`src/pacl_pkg.sv`:
```
/*
 package for the port access and aggregation select block:
 register offsets, field positions, reset values and state codes.
 assumes the apb slave in the top module and the mask memory module.
*/
package pacl_pkg;
   localparam int          NPORTS          = 12;
   localparam int          NQUEUES         = 8;
   localparam int          NAGGR           = 16;
   localparam int          AC_W            = 4;
   localparam logic [47:0] AUTH_DMAC       = 48'h0180C2000003;
   localparam int          RSV_IDX_AUTH    = 3;

   localparam logic [11:0] OFF_PORT_CFG    = 12'h080;
   localparam logic [11:0] OFF_REDIR_ENA   = 12'h004;
   localparam logic [11:0] OFF_CPUQ        = 12'h008;
   localparam logic [11:0] OFF_AGGR_CFG    = 12'h00C;
   localparam logic [11:0] OFF_STATUS      = 12'h010;
   localparam logic [11:0] OFF_FWD_CNT     = 12'h014;
   localparam logic [11:0] OFF_CPU_CNT     = 12'h018;
   localparam logic [11:0] OFF_DROP_CNT    = 12'h01C;
   localparam logic [11:0] OFF_AGGR_MASK   = 12'h040;

   localparam int          PC_PORT_LEARNING_ENABLE    = 0;
   localparam int          PC_LEARN_CPU    = 1;
   localparam int          PC_LEARN_DROP   = 2;
   localparam int          PC_LEARN_AUTO   = 3;
   localparam int          PC_PORT_SEL_LO  = 8;

   localparam int          AG_IP6_FLOW     = 0;
   localparam int          AG_IP4_SIPDIP   = 1;
   localparam int          AG_IP4_L4       = 2;
   localparam int          AG_IP6_L4       = 3;
   localparam int          AG_DMAC         = 4;
   localparam int          AG_SMAC         = 5;
   localparam int          AG_RND          = 6;

   localparam logic [31:0] PORT_CFG_RST    = 32'h00000000;
   localparam logic [31:0] AGGR_CFG_RST    = 32'h0000003F;
   localparam logic [11:0] MASK_RST        = 12'hFFF;
   localparam logic [15:0] LFSR_SEED       = 16'hACE1;

   typedef enum logic [1:0] {
      ST_IDLE = 2'b00,
      ST_LOOK = 2'b01,
      ST_DONE = 2'b10
   } state_type;

   typedef enum logic [1:0] {
      ACT_FWD   = 2'b00,
      ACT_CPU   = 2'b01,
      ACT_LEARN = 2'b10,
      ACT_DROP  = 2'b11
   } action_type;
endpackage : pacl_pkg

```
`src/aggr_mask_mem.sv`:
```
/*
 sixteen-entry aggregation mask memory, one write port, registered read.
 assumes writes and reads from the same clock domain.
*/
`timescale 1ns/1ps
module aggr_mask_mem (
   input  wire logic        clk,
   input  wire logic        rst_n,
   input  wire logic        we,
   input  wire logic [3:0]  waddr,
   input  wire logic [11:0] wdata,
   input  wire logic [3:0]  raddr_a,
   output logic      [11:0] rdata_a,
   input  wire logic [3:0]  raddr_b,
   output logic      [11:0] rdata_b
);
   logic [11:0] mem_r [0:15];

   genvar g;
   generate
      for (g = 0; g < 16; g++) begin : g_ent
         always_ff @(posedge clk) begin
            if (!rst_n) begin
               mem_r[g] <= pacl_pkg::MASK_RST;
            end else if (we && waddr == 4'(g)) begin
               mem_r[g] <= wdata;
            end
         end
      end
   endgenerate

   always_ff @(posedge clk) begin
      if (!rst_n) begin
         rdata_a <= 12'h000;
         rdata_b <= 12'h000;
      end else begin
         rdata_a <= mem_r[raddr_a];
         rdata_b <= mem_r[raddr_b];
      end
   end
endmodule : aggr_mask_mem

```
`src/port_access_lag.sv`:
```
/*
 frame decision logic: mac-based access control and aggregation member select.
 assumes frame header fields arrive with FRM_VALID for one cycle, the mac table
 lookup result FRM_SMAC_KNOWN is valid with them, and software uses apb.
*/
// Decided for this implementation: the APB slave port and the register offsets.
// Notes on behaviour
// - per-port enable redirects frames to 01-80-C2-00-00-03 to the cpu.
// - redirected authentication frames use the configured cpu queue.
// - with learning on in secure or no-learning mode, only frames from known source addresses reach other ports.
// - secure mode: unknown source goes to cpu as learn frame.
// - no-learning: unknown source dropped, no cpu copy.
// - group-destined frame leaves on exactly one member port.
// - four-bit aggregation code picks the member port.
// - code is a fixed function of flow fields, no reordering.
// - code inputs: macs, ipv4 addresses, l4 ports, flow label, each enabled.
// - a group holds up to twelve member ports.
// - any number of groups, limited by port count.
// - one of sixteen masks, indexed by code, gates the destination set.
// - optional random code replaces the computed one, off by default.
`timescale 1ns/1ps
module port_access_lag (
   input  wire logic        CORE_CLK,
   input  wire logic        RST_N,
   input  wire logic        PSEL,
   input  wire logic        PENABLE,
   input  wire logic        PWRITE,
   input  wire logic [11:0] PADDR,
   input  wire logic [31:0] PWDATA,
   output logic      [31:0] PRDATA,
   output logic             PREADY,
   output logic             PSLVERR,
   input  wire logic        FRM_VALID,
   input  wire logic [3:0]  FRM_SRC_PORT,
   input  wire logic [47:0] FRM_DMAC,
   input  wire logic [47:0] FRM_SMAC,
   input  wire logic        FRM_IS_IP4,
   input  wire logic        FRM_IS_IP6,
   input  wire logic        FRM_IS_L4,
   input  wire logic [31:0] FRM_SIP,
   input  wire logic [31:0] FRM_DIP,
   input  wire logic [15:0] FRM_SPORT,
   input  wire logic [15:0] FRM_DPORT,
   input  wire logic [19:0] FRM_FLOW_LABEL,
   input  wire logic        FRM_SMAC_KNOWN,
   input  wire logic [11:0] FRM_DEST_MASK,
   input  wire logic [11:0] FRM_SRC_MASK,
   output logic             DEC_VALID,
   output logic [11:0]      DEC_PORT_MASK,
   output logic             DEC_TO_CPU,
   output logic             DEC_LEARN_FRAME,
   output logic [2:0]       DEC_CPU_QUEUE,
   output logic             DEC_DROP,
   output logic [3:0]       DEC_AGGR_CODE
);
   logic [31:0]      port_cfg_r [0:pacl_pkg::NPORTS-1];
   logic [11:0]      redir_ena_r;
   logic [2:0]       cpu_queue_r;
   logic [31:0]      aggr_cfg_r;
   logic [31:0]      fwd_cnt_r;
   logic [31:0]      cpu_cnt_r;
   logic [31:0]      drop_cnt_r;
   logic [15:0]      lfsr_r;
   logic [1:0]       last_act_r;
   logic             wr_en;
   logic             rd_en;
   logic             mask_we;
   logic [11:0]      mask_rd;
   logic [11:0]      mask_dec;
   logic [3:0]       port_idx;
   logic [31:0]      cfg_sel;

   pacl_pkg::state_type  state_r;
   pacl_pkg::action_type act_r;
   pacl_pkg::action_type act_nxt;
   logic [3:0]           ac_nxt;
   logic [3:0]           ac_r;
   logic [11:0]          dest_r;
   logic [11:0]          src_r;
   logic                 is_auth_r;

   assign wr_en    = PSEL && PENABLE && PWRITE;
   assign rd_en    = PSEL && PENABLE && !PWRITE;
   assign port_idx = PADDR[5:2];
   assign mask_we  = wr_en && PADDR[11:6] == pacl_pkg::OFF_AGGR_MASK[11:6];

   // configuration registers
   genvar p;
   generate
      for (p = 0; p < pacl_pkg::NPORTS; p++) begin : g_port
         always_ff @(posedge CORE_CLK) begin
            if (!RST_N) begin
               port_cfg_r[p] <= pacl_pkg::PORT_CFG_RST;
            end else if (wr_en && PADDR[11:6] == pacl_pkg::OFF_PORT_CFG[11:6] && port_idx == 4'(p)) begin
               port_cfg_r[p] <= PWDATA;
            end
         end
      end
   endgenerate

   always_ff @(posedge CORE_CLK) begin
      if (!RST_N) begin
         redir_ena_r <= 12'h000;
         cpu_queue_r <= 3'h0;
         aggr_cfg_r  <= pacl_pkg::AGGR_CFG_RST;
      end else if (wr_en) begin
         unique case (PADDR)
            pacl_pkg::OFF_REDIR_ENA: redir_ena_r <= PWDATA[11:0];
            pacl_pkg::OFF_CPUQ:      cpu_queue_r <= PWDATA[2:0];
            pacl_pkg::OFF_AGGR_CFG:  aggr_cfg_r  <= {25'h0, PWDATA[6:0]};
            default: ;
         endcase
      end
   end

   aggr_mask_mem u_mask (
      .clk     (CORE_CLK),
      .rst_n   (RST_N),
      .we      (mask_we),
      .waddr   (PADDR[5:2]),
      .wdata   (PWDATA[11:0]),
      .raddr_a (PADDR[5:2]),
      .rdata_a (mask_rd),
      .raddr_b (ac_nxt),
      .rdata_b (mask_dec)
   );

   // apb read: three-cycle access, pready one cycle after penable
   assign cfg_sel = (port_idx < 4'(pacl_pkg::NPORTS)) ? port_cfg_r[port_idx] : 32'h0;

   always_ff @(posedge CORE_CLK) begin
      if (!RST_N) begin
         PREADY  <= 1'b0;
         PRDATA  <= 32'h0;
         PSLVERR <= 1'b0;
      end else begin
         PREADY  <= PSEL && PENABLE && !PREADY;
         PSLVERR <= 1'b0;
         if (rd_en && !PREADY) begin
            if (PADDR[11:6] == pacl_pkg::OFF_PORT_CFG[11:6]) begin
               PRDATA <= cfg_sel;
            end else if (PADDR[11:6] == pacl_pkg::OFF_AGGR_MASK[11:6]) begin
               PRDATA <= {20'h0, mask_rd};
            end else begin
               unique case (PADDR)
                  pacl_pkg::OFF_REDIR_ENA: PRDATA <= {20'h0, redir_ena_r};
                  pacl_pkg::OFF_CPUQ:      PRDATA <= {29'h0, cpu_queue_r};
                  pacl_pkg::OFF_AGGR_CFG:  PRDATA <= aggr_cfg_r;
                  pacl_pkg::OFF_STATUS:    PRDATA <= {28'h0, state_r, last_act_r};
                  pacl_pkg::OFF_FWD_CNT:   PRDATA <= fwd_cnt_r;
                  pacl_pkg::OFF_CPU_CNT:   PRDATA <= cpu_cnt_r;
                  pacl_pkg::OFF_DROP_CNT:  PRDATA <= drop_cnt_r;
                  default: begin
                     PRDATA  <= 32'h0;
                     PSLVERR <= 1'b1;
                  end
               endcase
            end
         end
      end
   end

   // aggregation code: xor fold of enabled flow fields
   function automatic logic [3:0] fold(input logic [63:0] v);
      logic [3:0] f;
      f = 4'h0;
      for (int i = 0; i < 16; i++) begin
         f = f ^ v[i*4 +: 4];
      end
      return f;
   endfunction : fold

   always_comb begin
      logic [3:0] c;
      c = 4'h0;
      if (aggr_cfg_r[pacl_pkg::AG_SMAC]) c = c ^ fold({16'h0, FRM_SMAC});
      if (aggr_cfg_r[pacl_pkg::AG_DMAC]) c = c ^ fold({16'h0, FRM_DMAC});
      if (FRM_IS_IP4 && aggr_cfg_r[pacl_pkg::AG_IP4_SIPDIP]) c = c ^ fold({FRM_SIP, FRM_DIP});
      if (FRM_IS_IP4 && FRM_IS_L4 && aggr_cfg_r[pacl_pkg::AG_IP4_L4]) c = c ^ fold({32'h0, FRM_SPORT, FRM_DPORT});
      if (FRM_IS_IP6 && FRM_IS_L4 && aggr_cfg_r[pacl_pkg::AG_IP6_L4]) c = c ^ fold({32'h0, FRM_SPORT, FRM_DPORT});
      if (FRM_IS_IP6 && aggr_cfg_r[pacl_pkg::AG_IP6_FLOW]) c = c ^ fold({44'h0, FRM_FLOW_LABEL});
      ac_nxt = aggr_cfg_r[pacl_pkg::AG_RND] ? lfsr_r[3:0] : c;
   end

   always_ff @(posedge CORE_CLK) begin
      if (!RST_N) begin
         lfsr_r <= pacl_pkg::LFSR_SEED;
      end else begin
         lfsr_r <= {lfsr_r[14:0], lfsr_r[15] ^ lfsr_r[13] ^ lfsr_r[12] ^ lfsr_r[10]};
      end
   end

   // access decision
   always_comb begin
      logic [31:0] pc;
      pc = (FRM_SRC_PORT < 4'(pacl_pkg::NPORTS)) ? port_cfg_r[FRM_SRC_PORT] : 32'h0;
      act_nxt = pacl_pkg::ACT_FWD;
      if (FRM_DMAC == pacl_pkg::AUTH_DMAC && redir_ena_r[FRM_SRC_PORT]) begin
         act_nxt = pacl_pkg::ACT_CPU;
      end else if (pc[pacl_pkg::PC_PORT_LEARNING_ENABLE] && !FRM_SMAC_KNOWN && !pc[pacl_pkg::PC_LEARN_AUTO]) begin
         if (pc[pacl_pkg::PC_LEARN_CPU]) begin
            act_nxt = pacl_pkg::ACT_LEARN;
         end else if (pc[pacl_pkg::PC_LEARN_DROP]) begin
            act_nxt = pacl_pkg::ACT_DROP;
         end
      end
   end

   always_ff @(posedge CORE_CLK) begin
      if (!RST_N) begin
         state_r   <= pacl_pkg::ST_IDLE;
         act_r     <= pacl_pkg::ACT_FWD;
         ac_r      <= 4'h0;
         dest_r    <= 12'h000;
         src_r     <= 12'h000;
         is_auth_r <= 1'b0;
      end else begin
         unique case (state_r)
            pacl_pkg::ST_IDLE: begin
               if (FRM_VALID) begin
                  state_r   <= pacl_pkg::ST_LOOK;
                  act_r     <= act_nxt;
                  ac_r      <= ac_nxt;
                  dest_r    <= FRM_DEST_MASK;
                  src_r     <= FRM_SRC_MASK;
                  is_auth_r <= act_nxt == pacl_pkg::ACT_CPU;
               end
            end
            pacl_pkg::ST_LOOK: state_r <= pacl_pkg::ST_DONE;
            pacl_pkg::ST_DONE: state_r <= pacl_pkg::ST_IDLE;
            default:           state_r <= pacl_pkg::ST_IDLE;
         endcase
      end
   end

   always_ff @(posedge CORE_CLK) begin
      if (!RST_N) begin
         DEC_VALID       <= 1'b0;
         DEC_PORT_MASK   <= 12'h000;
         DEC_TO_CPU      <= 1'b0;
         DEC_LEARN_FRAME <= 1'b0;
         DEC_CPU_QUEUE   <= 3'h0;
         DEC_DROP        <= 1'b0;
         DEC_AGGR_CODE   <= 4'h0;
         last_act_r      <= 2'b00;
         fwd_cnt_r       <= 32'h0;
         cpu_cnt_r       <= 32'h0;
         drop_cnt_r      <= 32'h0;
      end else begin
         DEC_VALID <= state_r == pacl_pkg::ST_LOOK;
         if (state_r == pacl_pkg::ST_LOOK) begin
            DEC_AGGR_CODE   <= ac_r;
            DEC_TO_CPU      <= act_r == pacl_pkg::ACT_CPU || act_r == pacl_pkg::ACT_LEARN;
            DEC_LEARN_FRAME <= act_r == pacl_pkg::ACT_LEARN;
            DEC_CPU_QUEUE   <= cpu_queue_r;
            DEC_DROP        <= act_r == pacl_pkg::ACT_DROP;
            last_act_r      <= act_r;
            if (act_r == pacl_pkg::ACT_FWD) begin
               DEC_PORT_MASK <= dest_r & src_r & mask_dec;
               fwd_cnt_r     <= fwd_cnt_r + 32'h1;
            end else begin
               DEC_PORT_MASK <= 12'h000;
               if (act_r == pacl_pkg::ACT_DROP) begin
                  drop_cnt_r <= drop_cnt_r + 32'h1;
               end else begin
                  cpu_cnt_r <= cpu_cnt_r + 32'h1;
               end
            end
         end
      end
   end
endmodule : port_access_lag

```
`config.mk`:
```
export PLATFORM = sky130hd
export DESIGN_NAME = port_access_lag
export DESIGN_NICKNAME = d
export VERILOG_FILES = /design/src/pacl_pkg.sv /design/src/aggr_mask_mem.sv /design/src/port_access_lag.sv
export SDC_FILE = /design/constraint.sdc
export NUM_CORES = 2
export LEC_CHECK = 0
export ABC_AREA = 1
export BUFFER_PORTS_ARGS = -buffer_cell sky130_fd_sc_hd__buf_2
export CORE_MARGIN = 2
export CORE_UTILIZATION = 35
export DETAILED_ROUTE_END_ITERATION = 8
export GPL_TIMING_DRIVEN = 0
export PLACE_DENSITY = 0.5
export SYNTH_ARGS = -nofsm -noshare
export SYNTH_HDL_FRONTEND = slang
export SYNTH_SLANG_ARGS = --single-unit
```
`constraint.sdc`:
```
create_clock -name CORE_CLK -period 2.4 [get_ports CORE_CLK]
set_input_delay 0.24 -clock CORE_CLK [delete_from_list [all_inputs] [get_ports CORE_CLK]]
set_output_delay 0.24 -clock CORE_CLK [all_outputs]
set_load 0.1 [all_outputs]
```
==> flow_summary.yaml <==
status:
  outcome: "complete, but fails checks"
  failed_checks: "negative setup slack"
final_layout:
  utilization_pct: 45.0
  mostFrequentLayoutCells: "nand2_1, nor2_1, edfxtp_1, buf_2, inv_1"
  layout-area-overhead-vs-synth_pct: 27.7
  nets: 5487
  layout.cells.most_common: "nand2_1"
  post_route_cells_drive_above_1_share_pct: 21.9
  nFillCells: 11222
clocking:
  ctsHtreeMaxLevel: 3
  cts.reportedPaths.clkPinSlew_ns: 0.06
  tritoncts: "built"
  later_pin_clock_latency_in_the_skew_report_ns: 0.73
  ctsLongestPathBuffers: 3
  tritoncts.num_buffers: 93
  clock_sinks: 825
  clockRootBuffer: "clkbuf_16"
timing:
  timing.final.crit_period_ns: 2.66
  rsz_0062_raised_after_global_routing: "yes"
  max_slew_margin_pct: 20.6
  fmax_ghz: 0.376
  maxSlewViolCount: 0
  max_slew.worst_pin.slew_ns: 1.19
  final.setup.tns_ns: -2.71
  setup-violations-final: 36
  finalWorstSetupSlack_ns: -0.261
  fin_worst_skew_ns: 0.0345
  timing_hold_violations_final: 0
  fin_crit_sh_pct: 111
logic_synthesis:
  synthesis.instances: 4558
  top_flip_flop_cell_by_instance_count_after_synthesis: "edfxtp_1"
  postSynth.asyncResetShare_pct: 0
  synth_top_cell_area_share_pct: 43.0
  flop_and_latch_count_out_of_synthesis: 825
  synth_cell_type_count: 57
  ys.warnings.count: 0
  syn-num-nets: 4858
  synth_edf_count: 576
  post_synth_instance_area_um2: 40200
  synth_top_cells_by_area: "edfxtp_1, dfxtp_1, nand2_1"
  synth_largest_area_cell: "edfxtp_1"
  synth-seq-area-share_pct: 55.4
  synth.avg_cell_area_um2: 8.82
setup_path:
  critical_path.max_fanout: 5
  timing.critical_path.slowest_cell_delay_ns: 0.37
  cp-startpoint: "act_r[1]"
  worstPathBufferInverterCount: 1
  worstSetupPathType: "reg -> reg"
  reg2reg_start: "act_r[1]"
  worstSetupStartpointType: "register"
  cp.required_ns: 3.01
  timing.critical_path.cells: "inv_4 > ha_4 > nand2_8 > nor2_4 > nand4_4 > nor2_2 > nand3_2 > nor2_1 > nand3_1 > nor2_2 > nand2_2 > nor2_4 > nand3_2 > nor2_2 > nand3_2 > nor2_4 > nand2_4 > nor2_4 > nand2_1 > nand2_1 > a21oi_2"
  critPathCaptureType: "register"
  regToRegEndpoint: "cpu_cnt_r[29]"
  cp.arrival_ns: 3.27
  reg2reg_slack_ns: -0.26
  critical_path.most_common_cell: "nor2_4"
  cpMaxStageDelayCell: "dfxtp_4"
  ff2ff_path_depth: 21
  cpLargestDelayFamily: "simple AND/OR/NAND/NOR gates"
die:
  die_h_um: 343
  floorplan.rows: 124
  core_area_um2: 114000
  die-width_um: 343
  start_util_pct: 35.2
  io_pins: 351
  floorplan.die_area_um2: 118000
detailed_routing:
  via_count: 37748
  viasPerCell: 5.57
  drc: 0
  drt_iter0_markers: 4615
  drtPass1Iterations: 7
  postRouteAntennaNets: 0
  drt-wirelength-per-cell_um: 26.5
  drt_total_wl_um: 180000
placed_design:
  place_hpwl_um: 126000
  gp_routability_congestion: 0.999
  placement.io_buffers: 350
worst_hold_path:
  hold_path.class: "in -> reg"
  hold_path_depth: 5
  min_from: "PWRITE"
  hold_path_end: "cpu_queue_r[2]"
run:
  cap_viol_max_count: 0
global_route:
  grt-ovfl-total: 0
  groute.usage.overall_pct: 29.2
  maximum_number_of_pins_on_one_net_before_global_route_repair: 33
  first_global_vias: 35417
  wire_length_of_the_first_global_routing_pass_um: 247000
  initial_antenna_violation_count: 13
pwr:
  power.ir.vdd_worst_mv: 0.595
  power.density_cell_area_nw_per_um2: 836
  leak_pwr_nw: 20.0
## final cells by class
class                           instances  area (um^2)  area share (%)
Multi-Input combinational cell       3062        17100            33.4
Antenna cell                            3         7.51          0.0146
Clock buffer                          122         2610            5.08
Buffer                                301         1770            3.45
Inverter                              369         1400            2.73
Clock inverter                         51          472           0.919
Sequential cell                       825        22300            43.4
Timing Repair Buffer                  535         3760            7.33
Tap cell                             1512         1890            3.68
## report_power, final
group / switching [mW] / internal, mW
sequential: 0.350 / 15.9
clock: 6.35 / 8.25
combinational: 7.59 / 4.49
## flip-flops by register name (all words and copies together) (netlist names), 2 cells and up
name,count
act_r,2
DEC_PORT_MASK,12
port_cfg_r,384
cpu_queue_r,3
last_act_r,2
redir_ena_r,12
u_mask.rdata_a,12
DEC_CPU_QUEUE,3
state_r,2
drop_cnt_r,32
ac_r,4
lfsr_r,16
u_mask.rdata_b,12
aggr_cfg_r,7
cpu_cnt_r,32
u_mask.mem_r,192
src_r,12
PRDATA,32
fwd_cnt_r,32
dest_r,12
DEC_AGGR_CODE,4
## stage by stage
step	worst slack [ns]	power (mW)	hold slack (ns)	std cells	instance area, um^2
2_1_floorplan	-0.252	21.0	0.390	4558	40300
4_1_cts	-0.266	40.1	0.00318	6725	49600
3_3_place_gp	-2.36	24.3	0.396	6420	43900
6_report	-0.261	42.9	0.0331	6780	51300
5_1_grt	-0.462	44.0	0.0404	6778	51300
3_5_place_dp	-1.93	24.4	0.399	6425	44000
## what timing repair did
item | CTS | global route
pin swaps | 59 | 117
endpoints found under the setup margin | 1103 | 808
cloned | 2 | 14
resized for setup | 366 | 352
setup buffers | 70 | 42
endpoints found under the hold margin | 79 | 0
hold buffers | 56 | 0
## Yosys cell counts, types with 17 or more instances
cell type,count
nor3_1,66
inv_1,354
edfxtp_1,576
a21oi_1,279
xnor2_1,62
a22oi_1,280
o211ai_1,35
o22ai_1,24
nor2_1,690
o21ai_0,146
nor4_1,34
or2_2,17
nand4_1,27
xor2_1,70
o311ai_0,18
nand2_1,815
dfxtp_1,249
nand3_1,379
buf_2,30
buf_1,28
clkbuf_1,236
## how the worst max path moves through the flow
| stage | to | slack, ns | cells after the start |
|---|---|---|---|
| 2_1_floorplan | port_cfg_r[7][0] | -0.25 | 9 |
| 3_3_place_gp | u_mask.mem_r[13][1] | -2.36 | 6 |
| 3_5_place_dp | port_cfg_r[0][30] | -1.93 | 9 |
| 4_1_cts | cpu_cnt_r[23] | -0.27 | 20 |
| 5_1_grt | cpu_cnt_r[29] | -0.46 | 21 |
| 6_report | cpu_cnt_r[29] | -0.26 | 21 |
## metal layers
metal  wire length, um  up-vias  global-route usage, %
met4              8330       12                   12.8
met1             69600    18155                   36.8
li1                  -    16936                      -
met3             20300      450                   7.99
met2             81500     2195                   46.8
met5                73        -                      0
## cells by family after synthesis
family | synth area share (%)
AO/OA/AOI/OAI | 13.0
buffers and inverters | 6.50
XOR/XNOR | 2.87
adder cells (fa/ha/maj) | 0.187
AND/OR/NAND/NOR | 22.1
flip-flops | 55.4
## worst register-to-register path: cells and delay by family (launching register included)
family / cells / cell delay (ns)
simple gates: 18 / 1.82
flops: 1 / 0.37
compound gates: 1 / 0.04
fa+ha+maj: 1 / 0.29
buf+inv: 1 / 0.04
Power figures use the tool's default switching activity.
